$ cat config.mk
export PLATFORM = sky130hd
export DESIGN_NAME = sscl_loader
export DESIGN_NICKNAME = d
export VERILOG_FILES = /design/src/common/sscl_pkg.sv /design/src/rtl/sscl_loader.sv /design/src/rtl/sscl_sync.sv
export SDC_FILE = /design/constraint.sdc
export NUM_CORES = 1
export LEC_CHECK = 0
export BUFFER_PORTS_ARGS = -buffer_cell sky130_fd_sc_hd__buf_2
export CAP_MARGIN = 20
export CORE_UTILIZATION = 45
export DETAILED_ROUTE_END_ITERATION = 12
export GPL_TIMING_DRIVEN = 1
export PLACE_DENSITY = 0.77
export SLEW_MARGIN = 10
export SYNTH_ARGS = -nofsm -noshare
export SYNTH_HDL_FRONTEND = slang
export SYNTH_SLANG_ARGS = --single-unit
$ cat constraint.sdc
create_clock -name clk -period 3.15 [get_ports clk]
set_input_delay 0.4725 -clock clk [delete_from_list [all_inputs] [get_ports clk]]
set_output_delay 0.4725 -clock clk [all_outputs]
set_load 0.005 [all_outputs]
$ cat src/common/sscl_pkg.sv
// serial setup chain loader: shared constants
// assumes a 10 MHz system clock; no software-visible registers
package sscl_pkg;
    // ------------------------------------------------------------
    // setup storage geometry
    // ------------------------------------------------------------
    localparam int          SETUP_BITS    = 64;
    localparam int          CNT_W         = 7;
    localparam logic [6:0]  SETUP_COUNT   = 7'h40;
    localparam logic [6:0]  CNT_RESET     = 7'h00;
    localparam logic [63:0] SETUP_RESET   = 64'h0000000000000000;
    // ------------------------------------------------------------
    // synchroniser
    // ------------------------------------------------------------
    localparam int          SYNC_STAGES   = 2;
    localparam logic [1:0]  SYNC_RESET    = 2'h0;
    localparam logic [1:0]  SYNC_RESET_HI = 2'h3;
    // ------------------------------------------------------------
    // loader states (gray along the serial load path; the default-mode step from idle to done changes both bits)
    // ------------------------------------------------------------
    typedef enum logic [1:0] {
        SSCL_IDLE    = 2'h0,
        SSCL_LOADING = 2'h1,
        SSCL_DONE    = 2'h3
    } sscl_state_t;
endpackage : sscl_pkg

$ cat src/rtl/sscl_loader.sv
// serial setup chain loader: shifts setup bits in, then passes the chain on
// assumes serial clock, serial data and enable pins are asynchronous to clk;
// serial clock must stay well below clk/4 (bench: 800 ns period)
`timescale 1ns/100ps
module sscl_loader
    import sscl_pkg::*;
(
    input  wire logic                  clk,
    input  wire logic                  rst,
    input  wire logic                  serialModeSel,
    input  wire logic                  serialClk,
    input  wire logic                  serialIn,
    input  wire logic                  chain_enable_in_n,
    output logic                       chain_enable_out_n,
    output logic                       serialOut,
    output logic                       setupDone,
    output logic [SETUP_BITS-1:0]      setupData
);
    // ------------------------------------------------------------
    // pin synchronisers
    // ------------------------------------------------------------
    logic sclkS;
    logic sdiS;
    logic senS;
    logic modeS;

    sscl_sync #(.RESET_VAL(SYNC_RESET)) uSyncClk (
        .clk     (clk),
        .rst     (rst),
        .pinIn   (serialClk),
        .syncOut (sclkS)
    );
    sscl_sync #(.RESET_VAL(SYNC_RESET)) uSyncDat (
        .clk     (clk),
        .rst     (rst),
        .pinIn   (serialIn),
        .syncOut (sdiS)
    );
    sscl_sync #(.RESET_VAL(SYNC_RESET_HI)) uSyncEn (
        .clk     (clk),
        .rst     (rst),
        .pinIn   (chain_enable_in_n),
        .syncOut (senS)
    );
    // the strap is a pin too; it is held steady through reset, so the
    // extra latency costs nothing
    sscl_sync #(.RESET_VAL(SYNC_RESET)) uSyncMode (
        .clk     (clk),
        .rst     (rst),
        .pinIn   (serialModeSel),
        .syncOut (modeS)
    );

    // ------------------------------------------------------------
    // mode strap and edge detect
    // ------------------------------------------------------------
    // strap caught once the synchroniser holds a real pin sample; taking it
    // earlier would latch the flops' reset value instead of the pin
    logic [1:0]  settle_reg;
    logic [1:0]  settle_next;
    logic        modeSeen_reg;
    logic        modeSeen_next;
    logic        serialMode_reg;
    logic        serialMode_next;
    logic        sclkPrev_reg;
    logic        sclkPrev_next;
    logic        sclkRise;

    always_comb begin
        // mirrors the synchroniser stages: bit 1 set once stage two is valid
        settle_next     = {settle_reg[0], 1'b1};
        modeSeen_next   = settle_reg[1];
        serialMode_next = modeSeen_reg ? serialMode_reg : modeS;
        sclkPrev_next   = sclkS;
    end

    always_ff @(posedge clk or posedge rst) begin
        if (rst) begin
            settle_reg     <= SYNC_RESET;
            modeSeen_reg   <= 1'b0;
            serialMode_reg <= 1'b0;
            sclkPrev_reg   <= 1'b0;
        end else begin
            settle_reg     <= settle_next;
            modeSeen_reg   <= modeSeen_next;
            serialMode_reg <= serialMode_next;
            sclkPrev_reg   <= sclkPrev_next;
        end
    end

    assign sclkRise = sclkS & ~sclkPrev_reg;

    // ------------------------------------------------------------
    // loader state machine and shift register
    // ------------------------------------------------------------
    sscl_state_t           state_reg;
    sscl_state_t           state_next;
    logic [CNT_W-1:0]      cnt_reg;
    logic [CNT_W-1:0]      cnt_next;
    logic [SETUP_BITS-1:0] shift_reg;
    logic [SETUP_BITS-1:0] shift_next;
    logic                  take;

    // data sampled with the same latency as the clock edge
    assign take = sclkRise & ~senS;

    always_comb begin
        state_next = state_reg;
        cnt_next   = cnt_reg;
        shift_next = shift_reg;
        case (state_reg)
            SSCL_IDLE: begin
                if (modeSeen_reg) begin
                    // default programming completes at once
                    state_next = serialMode_reg ? SSCL_LOADING : SSCL_DONE;
                end
            end
            SSCL_LOADING: begin
                if (take) begin
                    shift_next = {shift_reg[SETUP_BITS-2:0], sdiS};
                    cnt_next   = cnt_reg + 7'h01;
                    if (cnt_reg == SETUP_COUNT - 7'h01) begin
                        state_next = SSCL_DONE;
                    end
                end
            end
            SSCL_DONE: begin
                state_next = SSCL_DONE;
            end
            default: begin
                state_next = SSCL_IDLE;
            end
        endcase
    end

    always_ff @(posedge clk or posedge rst) begin
        if (rst) begin
            state_reg <= SSCL_IDLE;
            cnt_reg   <= CNT_RESET;
            shift_reg <= SETUP_RESET;
        end else begin
            state_reg <= state_next;
            cnt_reg   <= cnt_next;
            shift_reg <= shift_next;
        end
    end

    // ------------------------------------------------------------
    // chain outputs
    // ------------------------------------------------------------
    logic done;
    logic senOut_reg;
    logic senOut_next;
    logic so_reg;
    logic so_next;

    assign done = (state_reg == SSCL_DONE);

    always_comb begin
        // high until done, then follows input
        senOut_next = done ? senS : 1'b1;
        // pass-through only once done and enable out low
        so_next     = (done && !senOut_reg) ? sdiS : 1'b0;
    end

    always_ff @(posedge clk or posedge rst) begin
        if (rst) begin
            senOut_reg <= 1'b1;
            so_reg     <= 1'b0;
        end else begin
            senOut_reg <= senOut_next;
            so_reg     <= so_next;
        end
    end

    assign chain_enable_out_n = senOut_reg;
    assign serialOut          = so_reg;
    assign setupDone          = done;
    assign setupData          = shift_reg;

    // ------------------------------------------------------------
    // checks
    // ------------------------------------------------------------
    a_no_load_default: assert property (@(posedge clk) disable iff (rst)
        (modeSeen_reg && !serialMode_reg) |-> ($stable(shift_reg)))
        else $error("setup storage changed in default mode");

    a_shift_on_edge: assert property (@(posedge clk) disable iff (rst)
        (state_reg == SSCL_LOADING && take) |=> (shift_reg[0] == $past(sdiS)))
        else $error("serial bit not captured");

    a_shift_advance: assert property (@(posedge clk) disable iff (rst)
        (state_reg == SSCL_LOADING && take) |=>
        (shift_reg[SETUP_BITS-1:1] == $past(shift_reg[SETUP_BITS-2:0])))
        else $error("shift register did not advance");

    a_hold_idle: assert property (@(posedge clk) disable iff (rst)
        (state_reg == SSCL_LOADING && !take) |=> $stable(shift_reg))
        else $error("shift without qualifying edge");

    a_enout_high: assert property (@(posedge clk) disable iff (rst)
        (!done && !$past(done)) |-> chain_enable_out_n)
        else $error("chain enable out low before done");

    a_enout_follow: assert property (@(posedge clk) disable iff (rst)
        done |=> (chain_enable_out_n == $past(senS)))
        else $error("chain enable out does not follow input");

    a_enout_done: assert property (@(posedge clk) disable iff (rst)
        $fell(chain_enable_out_n) |-> $past(done))
        else $error("chain enable out fell without completion");

    a_pass_through: assert property (@(posedge clk) disable iff (rst)
        (done && !chain_enable_out_n) |=> (serialOut == $past(sdiS)))
        else $error("serial data not passed through");

    a_so_quiet: assert property (@(posedge clk) disable iff (rst)
        !done |=> !serialOut)
        else $error("serial out active before loaded");
endmodule : sscl_loader

$ cat src/rtl/sscl_sync.sv
// two-flop synchroniser for one pin input
// assumes input is asynchronous to clk
`timescale 1ns/100ps
module sscl_sync
    import sscl_pkg::*;
#(
    parameter logic [1:0] RESET_VAL = 2'h0
) (
    input  wire logic clk,
    input  wire logic rst,
    input  wire logic pinIn,
    output logic      syncOut
);
    logic [1:0] stage_reg;
    logic [1:0] stage_next;

    always_comb begin
        stage_next = {stage_reg[0], pinIn};
    end

    always_ff @(posedge clk or posedge rst) begin
        if (rst) begin
            stage_reg <= RESET_VAL;
        end else begin
            stage_reg <= stage_next;
        end
    end

    // only the second stage is visible
    assign syncOut = stage_reg[1];
endmodule : sscl_sync

==> results of run 1 <==
## cell usage in the layout, fill, tap and decap left out
master / netlist / routed
and3_1: 2 / 2
nand3_1: 3 / 3
xnor2_1: 6 / 6
nor3b_4: 1 / 1
nand4_1: 2 / 2
bufinv_16: 0 / 1
a21o_1: 1 / 1
and2_1: 2 / 2
clkbuf_8: 0 / 9
a21oi_1: 1 / 1
dfrtp_1: 85 / 85
conb_1: 1 / 1
buf_4: 0 / 2
and3b_1: 1 / 1
clkinv_2: 0 / 1
nand2b_1: 1 / 1
nand4b_1: 1 / 1
inv_6: 0 / 4
dfstp_2: 3 / 3
nor2b_1: 1 / 1
buf_2: 3 / 72
a31oi_1: 1 / 1
inv_8: 0 / 1
clkinv_4: 0 / 1
ha_1: 1 / 1
buf_12: 0 / 1
mux2_2: 26 / 26
nand2_4: 0 / 1
and4_1: 1 / 1
inv_1: 3 / 2
mux2_4: 40 / 40
## stage by stage
stage                     std cells  setup WS [ns]  instance area, µm²
after floorplan                 192          0.404                3390
after CTS                       374           1.09                4050
after global placement          358           1.17                3840
after global routing            374          0.935                4050
final                           374           1.07                4050
after detailed placement        358           1.09                3840
## worst max-delay path by stage
stage	to	cells past startpoint	slack (ns)
floorplan	cnt_reg[0]$_DFFE_PP0P_	1	0.40
global placement	setupData[20]$_DFFE_PP0P_	4	1.17
detailed placement	setupData[39]$_DFFE_PP0P_	4	1.09
CTS	setupData[25]$_DFFE_PP0P_	4	1.09
global route	setupData[20]$_DFFE_PP0P_	4	0.94
finish	setupData[25]$_DFFE_PP0P_	4	1.07
## logic make-up after synthesis
family | share of synthesized area
buffers and inverters | 0.0244
and+or+nand+nor | 0.0344
AOI/OAI and AO/OA | 0.00554
muxes | 0.264
other | 0.00111
adders and majority gates | 0.00369
DFF | 0.652
xor gates and xnor gates | 0.0155
## worst max-delay path, cell delays in order (launching register included)
cell and delay (ns):
dfrtp_1 0.39, nor2b_1 0.47, nand2_4 0.43, buf_12 0.33
mux2_4 0.32
## routing by layer
metal  up-vias  track usage
met1       897        0.200
met5         -            0
met3         9       0.0308
li1        825            -
met2        55        0.217
met4         0       0.0792
## area by class of cell
| class | count | area [µm²] | share of cell area |
|---|---|---|---|
| Multi-Input combinational cell | 93 | 1100 | 0.272 |
| Inverter | 3 | 12.5 | 0.00309 |
| Sequential cell | 88 | 2210 | 0.545 |
| Clock buffer | 9 | 124 | 0.0306 |
| Clock inverter | 7 | 85.1 | 0.0210 |
| Timing Repair Buffer | 75 | 395 | 0.0977 |
| Tap cell | 99 | 124 | 0.0306 |
## where the power goes
group	total (W)	internal (W)	switching [W]	leakage, nW
Sequential	0.00126	0.00121	0.0000530	1.17
Combinational	0.000230	0.000115	0.000115	1.02
Clock	0.000802	0.000385	0.000417	0.107
==> impl_metrics.env, run 1 <==
export IMPL_dieArea_mm2=0.00787
export IMPL_grt_pass1_vias=1716
export IMPL_r2r_end="setupData[25]$_DFFE_PP0P_"
export IMPL_worstRegToRegCells=4
export IMPL_synth_edff_count=0
export IMPL_cts_tree="yes"
export IMPL_cp_end_kind="flip-flop"
export IMPL_rows=31
export IMPL_crit_fanout=37
export IMPL_grt_max_degree=38
export IMPL_netlist_area_leader_share=0.628
export IMPL_overflow=0
export IMPL_wl_per_cell_um=13.7
export IMPL_met3WireLength_um=203
export IMPL_clk_latency_ns=0.34
export IMPL_viasPerCell=4.78
export IMPL_powerDensity_mw_per_mm2=566
export IMPL_port_buffers=72
export IMPL_finalHoldViolCount=0
export IMPL_netlist_area_mm2=0.00339
export IMPL_yosysMostFrequentCell="dfrtp_1"
export IMPL_core_area_mm2=0.00725
export IMPL_area_growth_pct=19.6
export IMPL_skew_ns=0.00789
export IMPL_seq_area_frac_synth=0.652
export IMPL_reg2reg_slack_ns=1.07
export IMPL_routedLengthMet1_um=2450
export IMPL_diodes=0
export IMPL_async_flop_share=1.00
export IMPL_numCtsBuffers=9
export IMPL_finalWirelength_um=5140
export IMPL_fin_crit_ns=2.08
export IMPL_worstSetupPathType="reg2reg"
export IMPL_max_cap_viol_count=0
export IMPL_tightest_slew_ns=0.587
export IMPL_setup_tns_ns=0
export IMPL_vias=1786
export IMPL_ys_types=24
export IMPL_synthFlopType="dfrtp_1"
export IMPL_place_congestion=0.773
export IMPL_num_fill_cells=610
export IMPL_synthTopCellsByArea="dfrtp_1 (63%), mux2_4 (18%), mux2_2 (8.6%)"
export IMPL_grt_total_usage=0.145
export IMPL_htree_num_levels=3
export IMPL_status="complete, no violations"
export IMPL_leakage_nw=2.30
export IMPL_place_hpwl_um=3390
export IMPL_start_kind="flip-flop"
export IMPL_drt_first_iter_violations=55
export IMPL_io_pins=73
export IMPL_peakVddDrop_mv=0.244
export IMPL_layout_nets=277
export IMPL_largest_reg_flops=64
export IMPL_yosys_warnings=0
export IMPL_grt_first_pass_wirelength_um=8490
export IMPL_rsz0062_at_grt="false"
export IMPL_drc=0
export IMPL_ys_ff_latch=88
export IMPL_setup_viol=0
export IMPL_cp_required_ns=3.38
export IMPL_synth_nets=199
export IMPL_worstPathArrival_ns=2.31
export IMPL_clock_sinks=88
export IMPL_die_h_um=88.7
export IMPL_post_cts_resized=0
export IMPL_maxSlewViolCount=0
export IMPL_relSlewSlack=0.608
export IMPL_min_path_type="in2async"
export IMPL_fin_util=0.558
export IMPL_cp_startpoint="state_reg[0]$_DFFE_PP0P_"
export IMPL_clockBufferDepth=2
export IMPL_clk_pin_slew_ns=0.09
export IMPL_yosys_top_cells_count="dfrtp_1 (85), mux2_4 (40), mux2_2 (26)"
export IMPL_postCtsSetupRepairBufs=0
export IMPL_drtPass1Iterations=4
export IMPL_max_freq_ghz=0.480
export IMPL_fin_hold_ws_ns=0.157
export IMPL_r2r_start="state_reg[0]$_DFFE_PP0P_"
export IMPL_initial_core_util=0.467
export IMPL_top_layer_used="met4"
export IMPL_die_w_um=88.7
export IMPL_wl_met2_um=2390
export IMPL_root_buffer="clkbuf_8"
export IMPL_netlist_instances=192
export IMPL_antenna_found_initial=0
export IMPL_p_total_w=0.00229
export IMPL_drive_above_1_share=0.593
export IMPL_antenna_left=0
export IMPL_fin_crit_sh=0.661
export IMPL_avgSynthCellArea_um2=17.6
export IMPL_yosysTopAreaCell="dfrtp_1"
export IMPL_cts_hold_buf=0
No activity file was read; power rests on OpenSTA's default activity.
==> run 2, diff against run 1 <==
Settings changed: ABC_AREA from default to 1.
Clock period 3.15 ns to 2.1 ns, I/O delays scaled along.
==> impl_metrics.env, run 2 <==
export IMPL_yosysMostFrequentCell="nand2_1"
export IMPL_fin_crit_sh=0.738
export IMPL_yosys_top_cells_count="nand2_1 (209), dfrtp_1 (85), inv_1 (11)"
export IMPL_rsz0062_at_grt="false"
export IMPL_antenna_found_initial=0
export IMPL_area_growth_pct=18.5
export IMPL_core_area_mm2=0.00725
export IMPL_fin_crit_ns=1.55
export IMPL_io_pins=73
export IMPL_fin_ws_ns=0.550
export IMPL_netlist_instances=354
export IMPL_cts_hold_buf=1
export IMPL_finalHoldViolCount=0
export IMPL_root_buffer="clkbuf_8"
export IMPL_crit_buf_inv=3
export IMPL_post_cts_resized=0
export IMPL_cp_slowest_cell="dfstp_2"
export IMPL_final_cell_mix="nand2_1 (209), dfrtp_1 (85), buf_2 (72), inv_1 (10), clkbuf_8 (10)"
export IMPL_viasPerCell=4.58
export IMPL_use_met1=0.218
export IMPL_synth_edff_count=0
export IMPL_synthTopCellsByArea="dfrtp_1 (63%), nand2_1 (23%), dfstp_2 (2.3%)"
export IMPL_start_kind="flip-flop"
export IMPL_grt_first_pass_wirelength_um=10100
export IMPL_clock_sinks=88
export IMPL_htree_num_levels=3
export IMPL_num_fill_cells=640
export IMPL_drive_above_1_share=0.249
export IMPL_clk_pin_slew_ns=0.09
export IMPL_gr_max_usage_layer="met2"
export IMPL_place_hpwl_um=4090
export IMPL_dieArea_mm2=0.00789
export IMPL_final_common_cell="nand2_1"
export IMPL_numCtsBuffers=9
export IMPL_grt_total_usage=0.171
export IMPL_rows=31
export IMPL_final_area_mm2=0.00402
export IMPL_drc=0
export IMPL_place_area_mm2=0.00380
export IMPL_max_cap_viol_count=0
export IMPL_seq_area_frac_synth=0.650
export IMPL_antenna_left=0
export IMPL_grtUsageMet2=0.276
export IMPL_die_w_um=88.8
export IMPL_die_h_um=88.8
export IMPL_drtPass1Iterations=4
export IMPL_leakage_nw=2.40
export IMPL_cpPeakStageDelay_ns=0.53
export IMPL_clk_latency_ns=0.35
export IMPL_multi_input_area_um2=991
export IMPL_synthFlopType="dfrtp_1"
export IMPL_crit_chain="inv_2 -> nand3_4 -> inv_2 -> nand2_4 -> buf_4 -> nand2_1 -> nand2_1"
export IMPL_cp_top_family="flip-flops"
export IMPL_ys_ff_latch=88
export IMPL_setup_viol=0
export IMPL_min_path_type="in2reg"
export IMPL_cp_end_kind="flip-flop"
export IMPL_diodes=0
export IMPL_grt_max_degree=49
export IMPL_cts_tree="yes"
export IMPL_overflow=0
export IMPL_skew_ns=0.00780
export IMPL_initial_core_util=0.468
export IMPL_clockBufferDepth=2
export IMPL_yosys_warnings=0
export IMPL_regArea_mm2=0.00221
export IMPL_grt_pass1_vias=2193
export IMPL_maxSlewViolCount=0
export IMPL_drt_first_iter_violations=115
export IMPL_worstPathArrival_ns=1.84
export IMPL_crit_fanout=38
export IMPL_wl_per_cell_um=11.7
export IMPL_largest_reg_flops=64
export IMPL_status="complete, no violations"
export IMPL_port_buffers=72
export IMPL_synth_nets=361
export IMPL_cp_required_ns=2.39
export IMPL_finalWirelength_um=6220
export IMPL_fin_hold_ws_ns=0.0568
export IMPL_place_ws_ns=0.547
export IMPL_vias=2440
export IMPL_peakVddDrop_mv=0.403
export IMPL_grt_met3_usage=0.0326
export IMPL_powerDensity_mw_per_mm2=860
export IMPL_netlist_area_leader_share=0.627
export IMPL_worstSetupPathType="reg2reg"
export IMPL_reg2reg_slack_ns=0.55
export IMPL_place_congestion=0.763
export IMPL_async_flop_share=1.00
export IMPL_ys_types=25
export IMPL_yosysTopAreaCell="dfrtp_1"
export IMPL_netlist_area_mm2=0.00339
export IMPL_avgSynthCellArea_um2=9.58
export IMPL_postCtsSetupRepairBufs=0
export IMPL_setup_tns_ns=0
export IMPL_max_freq_ghz=0.645
export IMPL_layout_nets=436
==> run 2: path summary, 6_finish.rpt <==
| path | startpoint | to | depth (start not counted) |
|---|---|---|---|
| min in group asynchronous | rst | uSyncMode.stage_reg[0]$_DFF_PP0_ | 3 |
| worst max-delay path | uSyncEn.stage_reg[1]$_DFF_PP1_ | setupData[16]$_DFFE_PP0P_ | 7 |
| worst min register to register | settle_reg[0]$_DFF_PP0_ | settle_reg[1]$_DFF_PP0_ | 0 |
| worst min-delay path | chain_enable_in_n | uSyncEn.stage_reg[0]$_DFF_PP1_ | 1 |
| worst max register to register | uSyncEn.stage_reg[1]$_DFF_PP1_ | setupData[16]$_DFFE_PP0P_ | 7 |
| max in group asynchronous | rst | setupData[33]$_DFFE_PP0P_ | 4 |
==> run 2: through the flow <==
stage,std cells,util,power (W)
after CTS,533,0.554,0.00351
after detailed placement,516,0.524,0.00232
final,533,0.554,0.00346
after global placement,516,0.524,0.00230
after floorplan,354,-,0.00220
after global routing,533,0.554,0.00363
==> run 2: kinds of logic after synthesis <==
logic type	synth area share
xor+xnor	0.00738
flops	0.650
buf+inv	0.0575
mux	0.00332
other cells	0.00111
simple gates	0.265
fa+ha+maj	0.00369
compound gates	0.0118
==> run 2: layer usage <==
metal  vias up  part of all wire  wire length (µm)
li1       1213                 -                 -
met1      1163              0.47              2920
met2        59              0.48              2960
met3         5             0.044               272
met4         0             0.010                63
met5         -                 0                 0
==> run 2: cell type report <==
cell class | instances | area share
inverter | 15 | 0.0149
timing repair buffer | 78 | 0.108
multi-input combinational | 237 | 0.247
clock buffer | 10 | 0.0342
sequential | 88 | 0.549
clock inverter | 6 | 0.0168
tap | 99 | 0.0308
==> run 2: power by group <==
| part | switching [W] | total, W | internal [W] | leakage (nW) |
|---|---|---|---|---|
| Sequential | 0.0000970 | 0.00191 | 0.00181 | 1.18 |
| Combinational | 0.000229 | 0.000374 | 0.000145 | 1.12 |
| Clock | 0.000593 | 0.00118 | 0.000586 | 0.0989 |
| Total | 0.000919 | 0.00346 | 0.00254 | 2.40 |
